==> config.mk <==
export PLATFORM = sky130hd
export DESIGN_NAME = ext_bus_ready_waitstate
export DESIGN_NICKNAME = d
export VERILOG_FILES = /design/src/rtl/ext_bus_pkg.sv /design/src/rtl/ext_bus_ready_waitstate.sv /design/src/rtl/wait_counter.sv /design/src/rtl/write_post_buffer.sv
export SDC_FILE = /design/constraint.sdc
export NUM_CORES = 1
export LEC_CHECK = 0
export BUFFER_PORTS_ARGS = -buffer_cell sky130_fd_sc_hd__buf_2
export CAP_MARGIN = 40
export CORE_UTILIZATION = 54
export DETAILED_ROUTE_END_ITERATION = 8
export GPL_ROUTABILITY_DRIVEN = 0
export PLACE_DENSITY_LB_ADDON = 0.12
export SETUP_SLACK_MARGIN = 0.05
export SYNTH_ARGS = -nofsm -noshare
export SYNTH_HDL_FRONTEND = slang
export SYNTH_SLANG_ARGS = --single-unit
==> constraint.sdc <==
create_clock -name clk_i -period 3.3 [get_ports clk_i]
set_input_delay 0.495 -clock clk_i [delete_from_list [all_inputs] [get_ports clk_i]]
set_output_delay 0.495 -clock clk_i [all_outputs]
set_load 0.01 [all_outputs]
==> src/rtl/ext_bus_pkg.sv <==
// Constants for the external bus ready and wait-state block
package ext_bus_pkg;
   localparam int ADDR_W = 24;
   localparam int DATA_W = 32;
   localparam int WAIT_W = 3;
   localparam int BANK_W = 5;
   // Register byte offsets
   localparam logic [7:0] OFS_BUS_CTRL = 8'h00;
   localparam logic [7:0] OFS_STATUS = 8'h04;
   localparam logic [7:0] OFS_EXT_ADDR = 8'h08;
   localparam logic [7:0] OFS_EXT_WDATA = 8'h0C;
   localparam logic [7:0] OFS_EXT_RDATA = 8'h10;
   // Bus control fields
   localparam int RSEL_LSB = 3;
   localparam int WCNT_LSB = 5;
   localparam int BCMP_LSB = 8;
   localparam logic [1:0] RSEL_RESET = 2'h3;
   localparam logic [WAIT_W-1:0] WCNT_RESET = 3'h7;
   localparam logic [BANK_W-1:0] BCMP_RESET = 5'h00;
   // Ready select codes
   localparam logic [1:0] RSEL_PIN = 2'h0;
   localparam logic [1:0] RSEL_CNT = 2'h1;
   localparam logic [1:0] RSEL_EITHER = 2'h2;
   localparam logic [1:0] RSEL_BOTH = 2'h3;
   // Bus clock phase: one enable pulse every BUS_PHASE_DIV clocks
   localparam int BUS_PHASE_DIV = 2;
   typedef enum logic [1:0] {ST_IDLE, ST_NULL, ST_ACC} bus_state_t;
endpackage

==> src/rtl/ext_bus_ready_waitstate.sv <==
// External bus ready merge, wait states, bank null cycle and posted writes
//
// Notes on behaviour
// - Ready sampled on bus clock phase edge.
// - Bits 4:3 choose the ready combination.
// - Select 00: only the ready pin counts.
// - Select 01: only the wait counter counts.
// - Select 10: pin low ends, else counter.
// - Select resets to 11: pin and counter.
// - Mode 11, pin low: counter alone times.
// - Mode 11, pin high: stretch, never shorter.
// - Bank change before read adds null cycle.
// - Writes never get the null cycle.
// - Write address and data held until done.
// - One posted write; software need not stall.
// - Undriven data pins keep last level.
// - Keeper on unless hiz held low or a write drives the data pins.
// - One control register for every access.
`timescale 1ns/100ps
module ext_bus_ready_waitstate
   import ext_bus_pkg::*;
(
   input wire logic clk_i,
   input wire logic rst_i,
   // Wishbone classic slave
   input wire logic cyc_i,
   input wire logic stb_i,
   input wire logic we_i,
   input wire logic [7:0] adr_i,
   input wire logic [3:0] sel_i,
   input wire logic [31:0] dat_i,
   output logic [31:0] dat_o,
   output logic ack_o,
   // External bus pins
   input wire logic ready_n_i,
   input wire logic pin_hiz_control_n_i,
   output logic [ADDR_W-1:0] ext_addr_o,
   output logic ext_strb_n_o,
   output logic ext_rd_o,
   output logic ext_pins_oe_n_o,
   input wire logic [DATA_W-1:0] ext_data_i,
   output logic [DATA_W-1:0] ext_data_o,
   output logic ext_data_oe_n_o,
   output logic [DATA_W-1:0] ext_keep_o,
   output logic ext_keep_en_o
);
   // Bank of an address: the top 'width' bits, width 0 means no check
   function automatic logic [ADDR_W-1:0] bank_of(input logic [ADDR_W-1:0] a,
                                                  input logic [BANK_W-1:0] width);
      logic [ADDR_W-1:0] mask;
      mask = ~({ADDR_W{1'b1}} >> width);
      return a & mask;
   endfunction

   logic [1:0] rsel_q;
   logic [WAIT_W-1:0] wcnt_q;
   logic [BANK_W-1:0] bcmp_q;
   logic [ADDR_W-1:0] ext_addr_q;
   logic [ADDR_W-1:0] cur_addr_q;
   logic [ADDR_W-1:0] last_addr_q;
   logic cur_wr_q;
   logic phase_q;
   logic ack_q;
   logic rd_pend_q;
   logic [31:0] dat_q;
   logic [DATA_W-1:0] keep_q;
   bus_state_t state_q;
   bus_state_t state_d;

   wire phase = phase_q;
   wire hiz = ~pin_hiz_control_n_i;
   wire stb_hit = cyc_i & stb_i & ~ack_q;
   wire all_sel = (sel_i == 4'hF);
   wire hit_ctrl = (adr_i == OFS_BUS_CTRL);
   wire hit_stat = (adr_i == OFS_STATUS);
   wire hit_addr = (adr_i == OFS_EXT_ADDR);
   wire hit_wdat = (adr_i == OFS_EXT_WDATA);
   wire hit_rdat = (adr_i == OFS_EXT_RDATA);

   wire wb_valid;
   wire wb_ready;
   wire [ADDR_W-1:0] wb_addr;
   wire [DATA_W-1:0] wb_data;
   wire cnt_zero;

   // Ready merge, all signals active high inside
   wire pin_rdy = ~ready_n_i;
   logic rdy_ok;
   always_comb begin
      case (rsel_q)
         RSEL_PIN: rdy_ok = pin_rdy;
         RSEL_CNT: rdy_ok = cnt_zero;
         RSEL_EITHER: rdy_ok = pin_rdy | cnt_zero;
         default: rdy_ok = pin_rdy & cnt_zero;
      endcase
   end

   wire in_acc = (state_q == ST_ACC);
   wire fin = phase & in_acc & rdy_ok;
   wire wr_pop = fin & cur_wr_q;
   wire rd_done = fin & ~cur_wr_q;
   wire bank_chg = (bcmp_q != '0) &&
                   (bank_of(ext_addr_q, bcmp_q) != bank_of(last_addr_q, bcmp_q));
   wire start_acc = phase & (state_d == ST_ACC) & (state_q != ST_ACC);

   // Posted write: taken at once while the holding slot is free
   wire wr_push = stb_hit & we_i & hit_wdat & wb_ready;
   wire rd_start = stb_hit & ~we_i & hit_rdat & ~rd_pend_q & ~rd_done;
   wire reg_go = ~(hit_wdat & we_i) & ~(hit_rdat & ~we_i);
   wire ack_d = stb_hit & ((we_i & hit_wdat & wb_ready) | (hit_rdat & ~we_i & rd_done) | reg_go);

   logic [31:0] rd_mux;
   always_comb begin
      if (hit_ctrl) begin
         rd_mux = {19'h0, bcmp_q, wcnt_q, rsel_q, 3'h0};
      end else if (hit_stat) begin
         rd_mux = {27'h0, hiz, rd_pend_q, wb_valid, in_acc, phase};
      end else if (hit_addr) begin
         rd_mux = {8'h00, ext_addr_q};
      end else if (hit_wdat) begin
         rd_mux = wb_data;
      end else if (hit_rdat) begin
         rd_mux = ext_data_i;
      end else begin
         rd_mux = 32'h0;
      end
   end

   // Bus clock phase divider
   always_ff @(posedge clk_i) begin
      if (rst_i) begin
         phase_q <= 1'b0;
      end else begin
         phase_q <= ~phase_q;
      end
   end

   // Single control register covers every page
   always_ff @(posedge clk_i) begin
      if (rst_i) begin
         rsel_q <= RSEL_RESET;
         wcnt_q <= WCNT_RESET;
         bcmp_q <= BCMP_RESET;
         ext_addr_q <= '0;
      end else if (stb_hit & we_i & all_sel) begin
         if (hit_ctrl) begin
            rsel_q <= dat_i[RSEL_LSB +: 2];
            wcnt_q <= dat_i[WCNT_LSB +: WAIT_W];
            bcmp_q <= dat_i[BCMP_LSB +: BANK_W];
         end else if (hit_addr) begin
            ext_addr_q <= dat_i[ADDR_W-1:0];
         end
      end
   end

   always_ff @(posedge clk_i) begin
      if (rst_i) begin
         ack_q <= 1'b0;
         dat_q <= '0;
         rd_pend_q <= 1'b0;
      end else begin
         ack_q <= ack_d;
         if (ack_d) begin
            dat_q <= rd_mux;
         end
         if (rd_start) begin
            rd_pend_q <= 1'b1;
         end else if (rd_done) begin
            rd_pend_q <= 1'b0;
         end
      end
   end

   // Sequencer; steps only on bus clock phase, no access starts while pins are off
   always_comb begin
      state_d = state_q;
      case (state_q)
         ST_IDLE: begin
            if (!hiz && wb_valid) begin
               state_d = ST_ACC;
            end else if (!hiz && rd_pend_q) begin
               state_d = bank_chg ? ST_NULL : ST_ACC;
            end
         end
         ST_NULL: state_d = ST_ACC;
         default: state_d = rdy_ok ? ST_IDLE : ST_ACC;
      endcase
   end

   always_ff @(posedge clk_i) begin
      if (rst_i) begin
         state_q <= ST_IDLE;
         cur_addr_q <= '0;
         cur_wr_q <= 1'b0;
         last_addr_q <= '0;
      end else if (phase) begin
         state_q <= state_d;
         if (state_q == ST_IDLE && state_d != ST_IDLE) begin
            cur_wr_q <= wb_valid;
            cur_addr_q <= wb_valid ? wb_addr : ext_addr_q;
         end
         if (fin) begin
            last_addr_q <= cur_addr_q;
         end
      end
   end

   // Keeper follows whatever was last on the pins
   always_ff @(posedge clk_i) begin
      if (rst_i) begin
         keep_q <= '0;
      end else begin
         keep_q <= ~ext_data_oe_n_o ? wb_data : ext_data_i;
      end
   end

   wait_counter u_wait (
      .clk_i(clk_i),
      .rst_i(rst_i),
      .load_i(start_acc),
      .load_val_i(wcnt_q),
      .tick_i(phase & in_acc),
      .zero_o(cnt_zero)
   );

   write_post_buffer u_wbuf (
      .clk_i(clk_i),
      .rst_i(rst_i),
      .push_i(wr_push),
      .addr_i(ext_addr_q),
      .data_i(dat_i),
      .pop_i(wr_pop),
      .valid_o(wb_valid),
      .ready_o(wb_ready),
      .addr_o(wb_addr),
      .data_o(wb_data)
   );

   assign ack_o = ack_q;
   assign dat_o = dat_q;
   assign ext_addr_o = cur_addr_q;
   assign ext_data_o = wb_data;
   assign ext_strb_n_o = ~(in_acc & ~hiz);
   assign ext_rd_o = ~cur_wr_q;
   assign ext_pins_oe_n_o = hiz;
   assign ext_data_oe_n_o = ~(in_acc & cur_wr_q & ~hiz);
   assign ext_keep_o = keep_q;
   assign ext_keep_en_o = ~hiz & ext_data_oe_n_o;

   AST_SAMPLE_ON_PHASE: assert property (@(posedge clk_i) disable iff (rst_i)
      !phase_q |=> $stable(state_q)) else $error("sequencer moved off the bus clock phase");
   AST_RSEL_RESET: assert property (@(posedge clk_i) disable iff (rst_i)
      $fell(rst_i) |-> rsel_q == 2'h3) else $error("ready select not 11 after reset");
   AST_PIN_ONLY: assert property (@(posedge clk_i) disable iff (rst_i)
      (phase && in_acc && rsel_q == RSEL_PIN) |-> (fin == !ready_n_i))
      else $error("pin only mode did not follow ready pin");
   AST_CNT_ONLY: assert property (@(posedge clk_i) disable iff (rst_i)
      (phase && in_acc && rsel_q == RSEL_CNT) |-> (fin == cnt_zero))
      else $error("counter only mode did not follow counter");
   AST_EITHER_FAST: assert property (@(posedge clk_i) disable iff (rst_i)
      (phase && in_acc && rsel_q == RSEL_EITHER && !ready_n_i) |-> fin)
      else $error("low ready pin did not end access");
   AST_BOTH_MIN_WAIT: assert property (@(posedge clk_i) disable iff (rst_i)
      (fin && rsel_q == RSEL_BOTH) |-> (cnt_zero && !ready_n_i))
      else $error("combined mode ended early");
   AST_BOTH_PIN_LOW: assert property (@(posedge clk_i) disable iff (rst_i)
      (phase && in_acc && rsel_q == RSEL_BOTH && !ready_n_i && cnt_zero) |-> fin)
      else $error("combined mode ignored counter zero");
   AST_NULL_ONE_PHASE: assert property (@(posedge clk_i) disable iff (rst_i)
      (phase && state_q == ST_NULL) |=> (state_q == ST_ACC && !cur_wr_q))
      else $error("null cycle not followed by read access");
   AST_NULL_NOT_WRITE: assert property (@(posedge clk_i) disable iff (rst_i)
      (phase && state_q == ST_IDLE && !hiz && wb_valid) |=> (state_q == ST_ACC && cur_wr_q))
      else $error("null cycle before a write");
   AST_WRITE_HELD: assert property (@(posedge clk_i) disable iff (rst_i)
      (in_acc && cur_wr_q && !fin) |=> ($stable(ext_addr_o) && $stable(ext_data_o)))
      else $error("posted write changed before completion");
   AST_POST_NO_STALL: assert property (@(posedge clk_i) disable iff (rst_i)
      (stb_hit && we_i && hit_wdat && !wb_valid) |=> ack_o)
      else $error("posted write stalled with empty slot");
   AST_KEEPER_HIZ: assert property (@(posedge clk_i) disable iff (rst_i)
      !pin_hiz_control_n_i |-> (!ext_keep_en_o && ext_data_oe_n_o))
      else $error("pins active under hiz control");
   AST_COUNT_LOAD: assert property (@(posedge clk_i) disable iff (rst_i)
      (start_acc && wcnt_q != '0) |=> !cnt_zero ##1 !cnt_zero)
      else $error("wait counter did not load");
   AST_ACK_PULSE: assert property (@(posedge clk_i) disable iff (rst_i)
      ack_o |=> !ack_o) else $error("ack longer than one cycle");
   AST_RESET_OUTS: assert property (@(posedge clk_i) disable iff (rst_i)
      $fell(rst_i) |-> (ext_strb_n_o && ext_data_oe_n_o && !ack_o && ext_addr_o == '0))
      else $error("bus pins or ack active after reset");
   AST_NO_REQ_NO_ACK: assert property (@(posedge clk_i) disable iff (rst_i)
      !(cyc_i && stb_i) |=> !ack_o)
      else $error("ack without a request");
   AST_RDATA_WAITS: assert property (@(posedge clk_i) disable iff (rst_i)
      (stb_hit && !we_i && hit_rdat && !rd_done) |=> !ack_o)
      else $error("external read acked before it ended");
   AST_FULL_WAITS: assert property (@(posedge clk_i) disable iff (rst_i)
      (stb_hit && we_i && hit_wdat && wb_valid) |=> !ack_o)
      else $error("posted write taken while slot full");
   AST_EITHER_WAIT: assert property (@(posedge clk_i) disable iff (rst_i)
      (phase && in_acc && rsel_q == RSEL_EITHER && ready_n_i) |-> (fin == cnt_zero))
      else $error("high ready pin did not leave timing to counter");
   AST_BOTH_STRETCH: assert property (@(posedge clk_i) disable iff (rst_i)
      (phase && in_acc && rsel_q == RSEL_BOTH && ready_n_i) |-> !fin)
      else $error("combined mode ended while ready pin high");
   AST_ZERO_LOAD: assert property (@(posedge clk_i) disable iff (rst_i)
      (start_acc && wcnt_q == '0) |=> cnt_zero)
      else $error("zero wait count did not give internal ready");
   AST_NULL_ON_CHANGE: assert property (@(posedge clk_i) disable iff (rst_i)
      (phase && state_q == ST_IDLE && !hiz && !wb_valid && rd_pend_q && bank_chg)
      |=> state_q == ST_NULL)
      else $error("bank change read without null cycle");
   AST_SAME_BANK_DIRECT: assert property (@(posedge clk_i) disable iff (rst_i)
      (phase && state_q == ST_IDLE && !hiz && !wb_valid && rd_pend_q && !bank_chg)
      |=> state_q == ST_ACC)
      else $error("same bank read delayed");
   AST_HIZ_NO_START: assert property (@(posedge clk_i) disable iff (rst_i)
      (!pin_hiz_control_n_i && state_q == ST_IDLE) |=> state_q == ST_IDLE)
      else $error("access started under hiz control");
   AST_ACC_SPACING: assert property (@(posedge clk_i) disable iff (rst_i)
      fin |=> !in_acc ##1 !in_acc)
      else $error("accesses not separated by an idle phase");
   AST_ACCESS_HELD: assert property (@(posedge clk_i) disable iff (rst_i)
      (in_acc && !fin) |=> (in_acc && $stable(ext_addr_o) && $stable(ext_rd_o)))
      else $error("access address or direction changed");
   AST_WRITE_DRIVES: assert property (@(posedge clk_i) disable iff (rst_i)
      (in_acc && cur_wr_q && !hiz) |-> (!ext_data_oe_n_o && !ext_rd_o))
      else $error("write access not driving data");
   AST_READ_NO_DRIVE: assert property (@(posedge clk_i) disable iff (rst_i)
      (in_acc && !cur_wr_q) |-> (ext_rd_o && ext_data_oe_n_o))
      else $error("read access driving data pins");
   AST_KEEP_LAST: assert property (@(posedge clk_i) disable iff (rst_i)
      !ext_data_oe_n_o |=> (ext_keep_o == $past(ext_data_o)))
      else $error("keeper lost last driven value");
   AST_KEEPER_ON: assert property (@(posedge clk_i) disable iff (rst_i)
      (pin_hiz_control_n_i && ext_data_oe_n_o) |-> ext_keep_en_o)
      else $error("keeper off while pins idle");

   COV_WRITE: cover property (@(posedge clk_i) disable iff (rst_i) wr_pop);
   COV_NULL_READ: cover property (@(posedge clk_i) disable iff (rst_i)
      state_q == ST_NULL ##[1:40] rd_done);
   COV_STRETCH: cover property (@(posedge clk_i) disable iff (rst_i)
      (in_acc && rsel_q == RSEL_BOTH && cnt_zero && ready_n_i) ##[1:40] fin);
   COV_FULL_WAIT: cover property (@(posedge clk_i) disable iff (rst_i)
      stb_hit && we_i && hit_wdat && wb_valid);
   COV_HIZ_HOLD: cover property (@(posedge clk_i) disable iff (rst_i)
      !pin_hiz_control_n_i && wb_valid);
endmodule

==> src/rtl/wait_counter.sv <==
// Internal wait-state counter, loaded per access, counts bus clock phases
`timescale 1ns/100ps
module wait_counter
   import ext_bus_pkg::*;
(
   input wire logic clk_i,
   input wire logic rst_i,
   input wire logic load_i,
   input wire logic [WAIT_W-1:0] load_val_i,
   input wire logic tick_i,
   output logic zero_o
);
   logic [WAIT_W-1:0] cnt_q;

   always_ff @(posedge clk_i) begin
      if (rst_i) begin
         cnt_q <= '0;
      end else if (load_i) begin
         cnt_q <= load_val_i;
      end else if (tick_i && cnt_q != '0) begin
         cnt_q <= cnt_q - 3'h1;
      end
   end

   assign zero_o = (cnt_q == '0);
endmodule

==> src/rtl/write_post_buffer.sv <==
// Single-entry posted write holding register
`timescale 1ns/100ps
module write_post_buffer
   import ext_bus_pkg::*;
(
   input wire logic clk_i,
   input wire logic rst_i,
   input wire logic push_i,
   input wire logic [ADDR_W-1:0] addr_i,
   input wire logic [DATA_W-1:0] data_i,
   input wire logic pop_i,
   output logic valid_o,
   output logic ready_o,
   output logic [ADDR_W-1:0] addr_o,
   output logic [DATA_W-1:0] data_o
);
   logic valid_q;

   // Push wins over pop; a push while full overwrites the entry, so callers gate push with ready_o
   always_ff @(posedge clk_i) begin
      if (rst_i) begin
         valid_q <= 1'b0;
      end else if (push_i) begin
         valid_q <= 1'b1;
      end else if (pop_i) begin
         valid_q <= 1'b0;
      end
   end

   always_ff @(posedge clk_i) begin
      if (rst_i) begin
         addr_o <= '0;
         data_o <= '0;
      end else if (push_i) begin
         addr_o <= addr_i;
         data_o <= data_i;
      end
   end

   assign valid_o = valid_q;
   assign ready_o = ~valid_q;
endmodule

==> flow_metrics.env <==
export IMPL_status="finished, final reports clean"
export IMPL_yosysTopAreaCellShare=0.480
export IMPL_initial_utilization=0.554
export IMPL_arrival_ns=3.11
export IMPL_cts_repair_resized=0
export IMPL_synth_area_top_cells="dfxtp_1 48%, mux2i_1 10%, nand2_1 8.1%"
export IMPL_fill_cells=1414
export IMPL_clkSlewWorstSetupHoldPaths_ns=0.06
export IMPL_post_drt_wl_per_cell_um=17.4
export IMPL_io_pins=209
export IMPL_ir_worst_vdd_mv=0.450
export IMPL_power_density_nw_per_um2=503
export IMPL_synth_common_cells="212 x dfxtp_1, 190 x nand2_1, 124 x nor2_1"
export IMPL_htree_levels=1
export IMPL_yosysMostFrequentCell="dfxtp_1"
export IMPL_setup_worst_path_end_class="flop"
export IMPL_min_period_ns=2.76
export IMPL_cts_made_buffers=23
export IMPL_synth_ff_type="dfxtp_1"
export IMPL_cts_sinks=212
export IMPL_fin_skew_ns=0.0191
export IMPL_core_rowCount=46
export IMPL_ys_warn_count=0
export IMPL_place_ws_ns=0.483
export IMPL_worst_setup_path_type="reg -> reg"
export IMPL_drive_gt1_frac=0.231
export IMPL_ys_types=53
export IMPL_max_slew_margin=0.553
export IMPL_holdBufCountCts=0
export IMPL_grt_start_max_net_pins=77
export IMPL_fin_setup_tns_ns=0
export IMPL_synth_top_family_by_area="compound AO/OA/AOI/OAI gates"
export IMPL_vias_per_cell=5.60
export IMPL_synth_edf_count=0
export IMPL_antenna_found_initial=0
export IMPL_grt_overflow=0
export IMPL_diodes=0
export IMPL_stdcell_count=1427
export IMPL_maxCapViolCount=0
export IMPL_cp_max_fo=20
export IMPL_finalMaxSlewViolations=0
export IMPL_hpwl_mm=16.6
export IMPL_area_growth_pct=22.4
export IMPL_dr_pass1_iters=5
export IMPL_required_ns=3.65
export IMPL_synth_cells=1022
export IMPL_setup_viol=0
export IMPL_grt_total_usage=0.288
export IMPL_ys_ff_latch=212
export IMPL_setup_slack_ns=0.540
export IMPL_synth_compound_area_frac=0.179
export IMPL_async_flop_share=0
export IMPL_holdCritPathClass="in -> reg"
export IMPL_grt_pass1_wl_mm=38.1
export IMPL_clock_latency_ns=0.51
export IMPL_clk_path_buf_depth=3
export IMPL_route_vias_total=7997
export IMPL_startpoint_type="flop"
export IMPL_synth_top_area_cell="dfxtp_1"
export IMPL_coreArea_sq_um=15900
export IMPL_dp_cells=1385
export IMPL_drc_errors=0
export IMPL_cts_setup_buffers=0
export IMPL_fmax_mhz=362
export IMPL_buffer_ports_inserted=208
export IMPL_p_leak_uw=0.00472
export IMPL_ant_nets=0
export IMPL_wl_mm=24.8
export IMPL_placed_area_sq_um=10000
export IMPL_syn_nets=1107
export IMPL_cts_root_buffer="clkbuf_16"
export IMPL_finalHoldViolations=0
export IMPL_min_period_over_period=0.836
export IMPL_die_y_um=130
export IMPL_stdcell_area_sq_um=10800
export IMPL_worstMarginPinSlew_ns=0.669
export IMPL_synthXorXnorAreaFrac=0.0258
export IMPL_rsz0062_at_grt="no"
export IMPL_synthSimpleGateAreaFrac=0.169
export IMPL_grt_pass1_vias=7175
export IMPL_netlist_area_sq_um=8830
export IMPL_synthMuxAreaShare=0.102
export IMPL_yosysSeqAreaShare=0.480
export IMPL_cts_tree="done"
export IMPL_synth_adder_area_share=0.00283
export IMPL_die_area_sq_um=16900
export IMPL_die_w_um=130
export IMPL_nets=1279
export IMPL_drt_iter0_drc=627
export IMPL_syn_area_per_cell_sq_um=8.64
## flip-flops by register name, indices dropped and copies added, names as in the netlist, 2 cells and up
| signal | count |
|---|---|
| ext_addr_o | 24 |
| bcmp_q | 5 |
| ext_keep_o | 32 |
| u_wbuf.addr_o | 24 |
| dat_o | 32 |
| last_addr_q | 24 |
| state_q | 2 |
| u_wait.cnt_q | 3 |
| u_wbuf.data_o | 32 |
| ext_addr_q | 24 |
| rsel_q | 2 |
| wcnt_q | 3 |
## power by group
group          leakage (uW)  switching (uW)  total [uW]  internal, uW
combinational       0.00261             166         266           100
sequential          0.00172            16.3        2620          2600
clock              0.000384            1020        2560          1540
total               0.00472            1200        5440          4240
## per-layer routing
layer	share of wire	up-vias	global-route usage
li1	-	3919	-
met1	0.44	3762	0.380
met2	0.48	269	0.479
met3	0.058	47	0.0455
met4	0.028	0	0.101
met5	0	-	0
## final timing paths
check                   start                to  slack, ns  depth (start not counted)
max                 bcmp_q[2]   u_wait.cnt_q[2]       0.54                          7
min reg2reg  u_wbuf.addr_o[2]  u_wbuf.addr_o[2]       0.45                          2
min                 dat_i[18]    ext_addr_q[18]       0.23                          3
max reg2reg         bcmp_q[2]   u_wait.cnt_q[2]       0.54                          7
## layout by cell type, fill, tap and decap left out, types with 16 or more instances in the layout
cell,instances
dfxtp_1,212
buf_2,207
nand2_1,189
nor2_1,124
a21oi_1,105
mux2i_1,90
a211oi_1,50
clkbuf_16,23
buf_4,19
a22o_1,16
## cells by family after synthesis
family	Yosys count
and+or+nand+nor	362
AOI/OAI and AO/OA	240
DFF	212
buffers and inverters	90
muxes	90
xor gates and xnor gates	26
adders and majority gates	2
## per-stage QoR
step           hold slack, ns  utilization  power, uW
2_1_floorplan           0.436            -       2800
3_3_place_gp            0.441        0.630       2930
3_5_place_dp            0.448        0.630       2940
4_1_cts                 0.224        0.678       5470
5_1_grt                 0.235        0.678       5600
6_report                0.231        0.678       5440
## worst max-delay path: stages, from the launching register on
cell and delay, ns:
dfxtp_1 0.52, or4_1 0.54, a222oi_1 0.22, nand3_1 0.15
or4_4 0.57, o21a_1 0.22, nor4_1 0.29, a211oi_1 0.09
## area by class of cell
cell class	instances	area [sq um]	share of cell area
multi-input cells	720	4250	0.394
clock inverters	7	63.8	0.00590
clock buffers	35	701	0.0648
well taps	216	270	0.0250
repair buffers	230	1250	0.116
inverters	7	26.3	0.00243
flip-flops and latches	212	4240	0.393
Power figures use the tool's default switching activity.
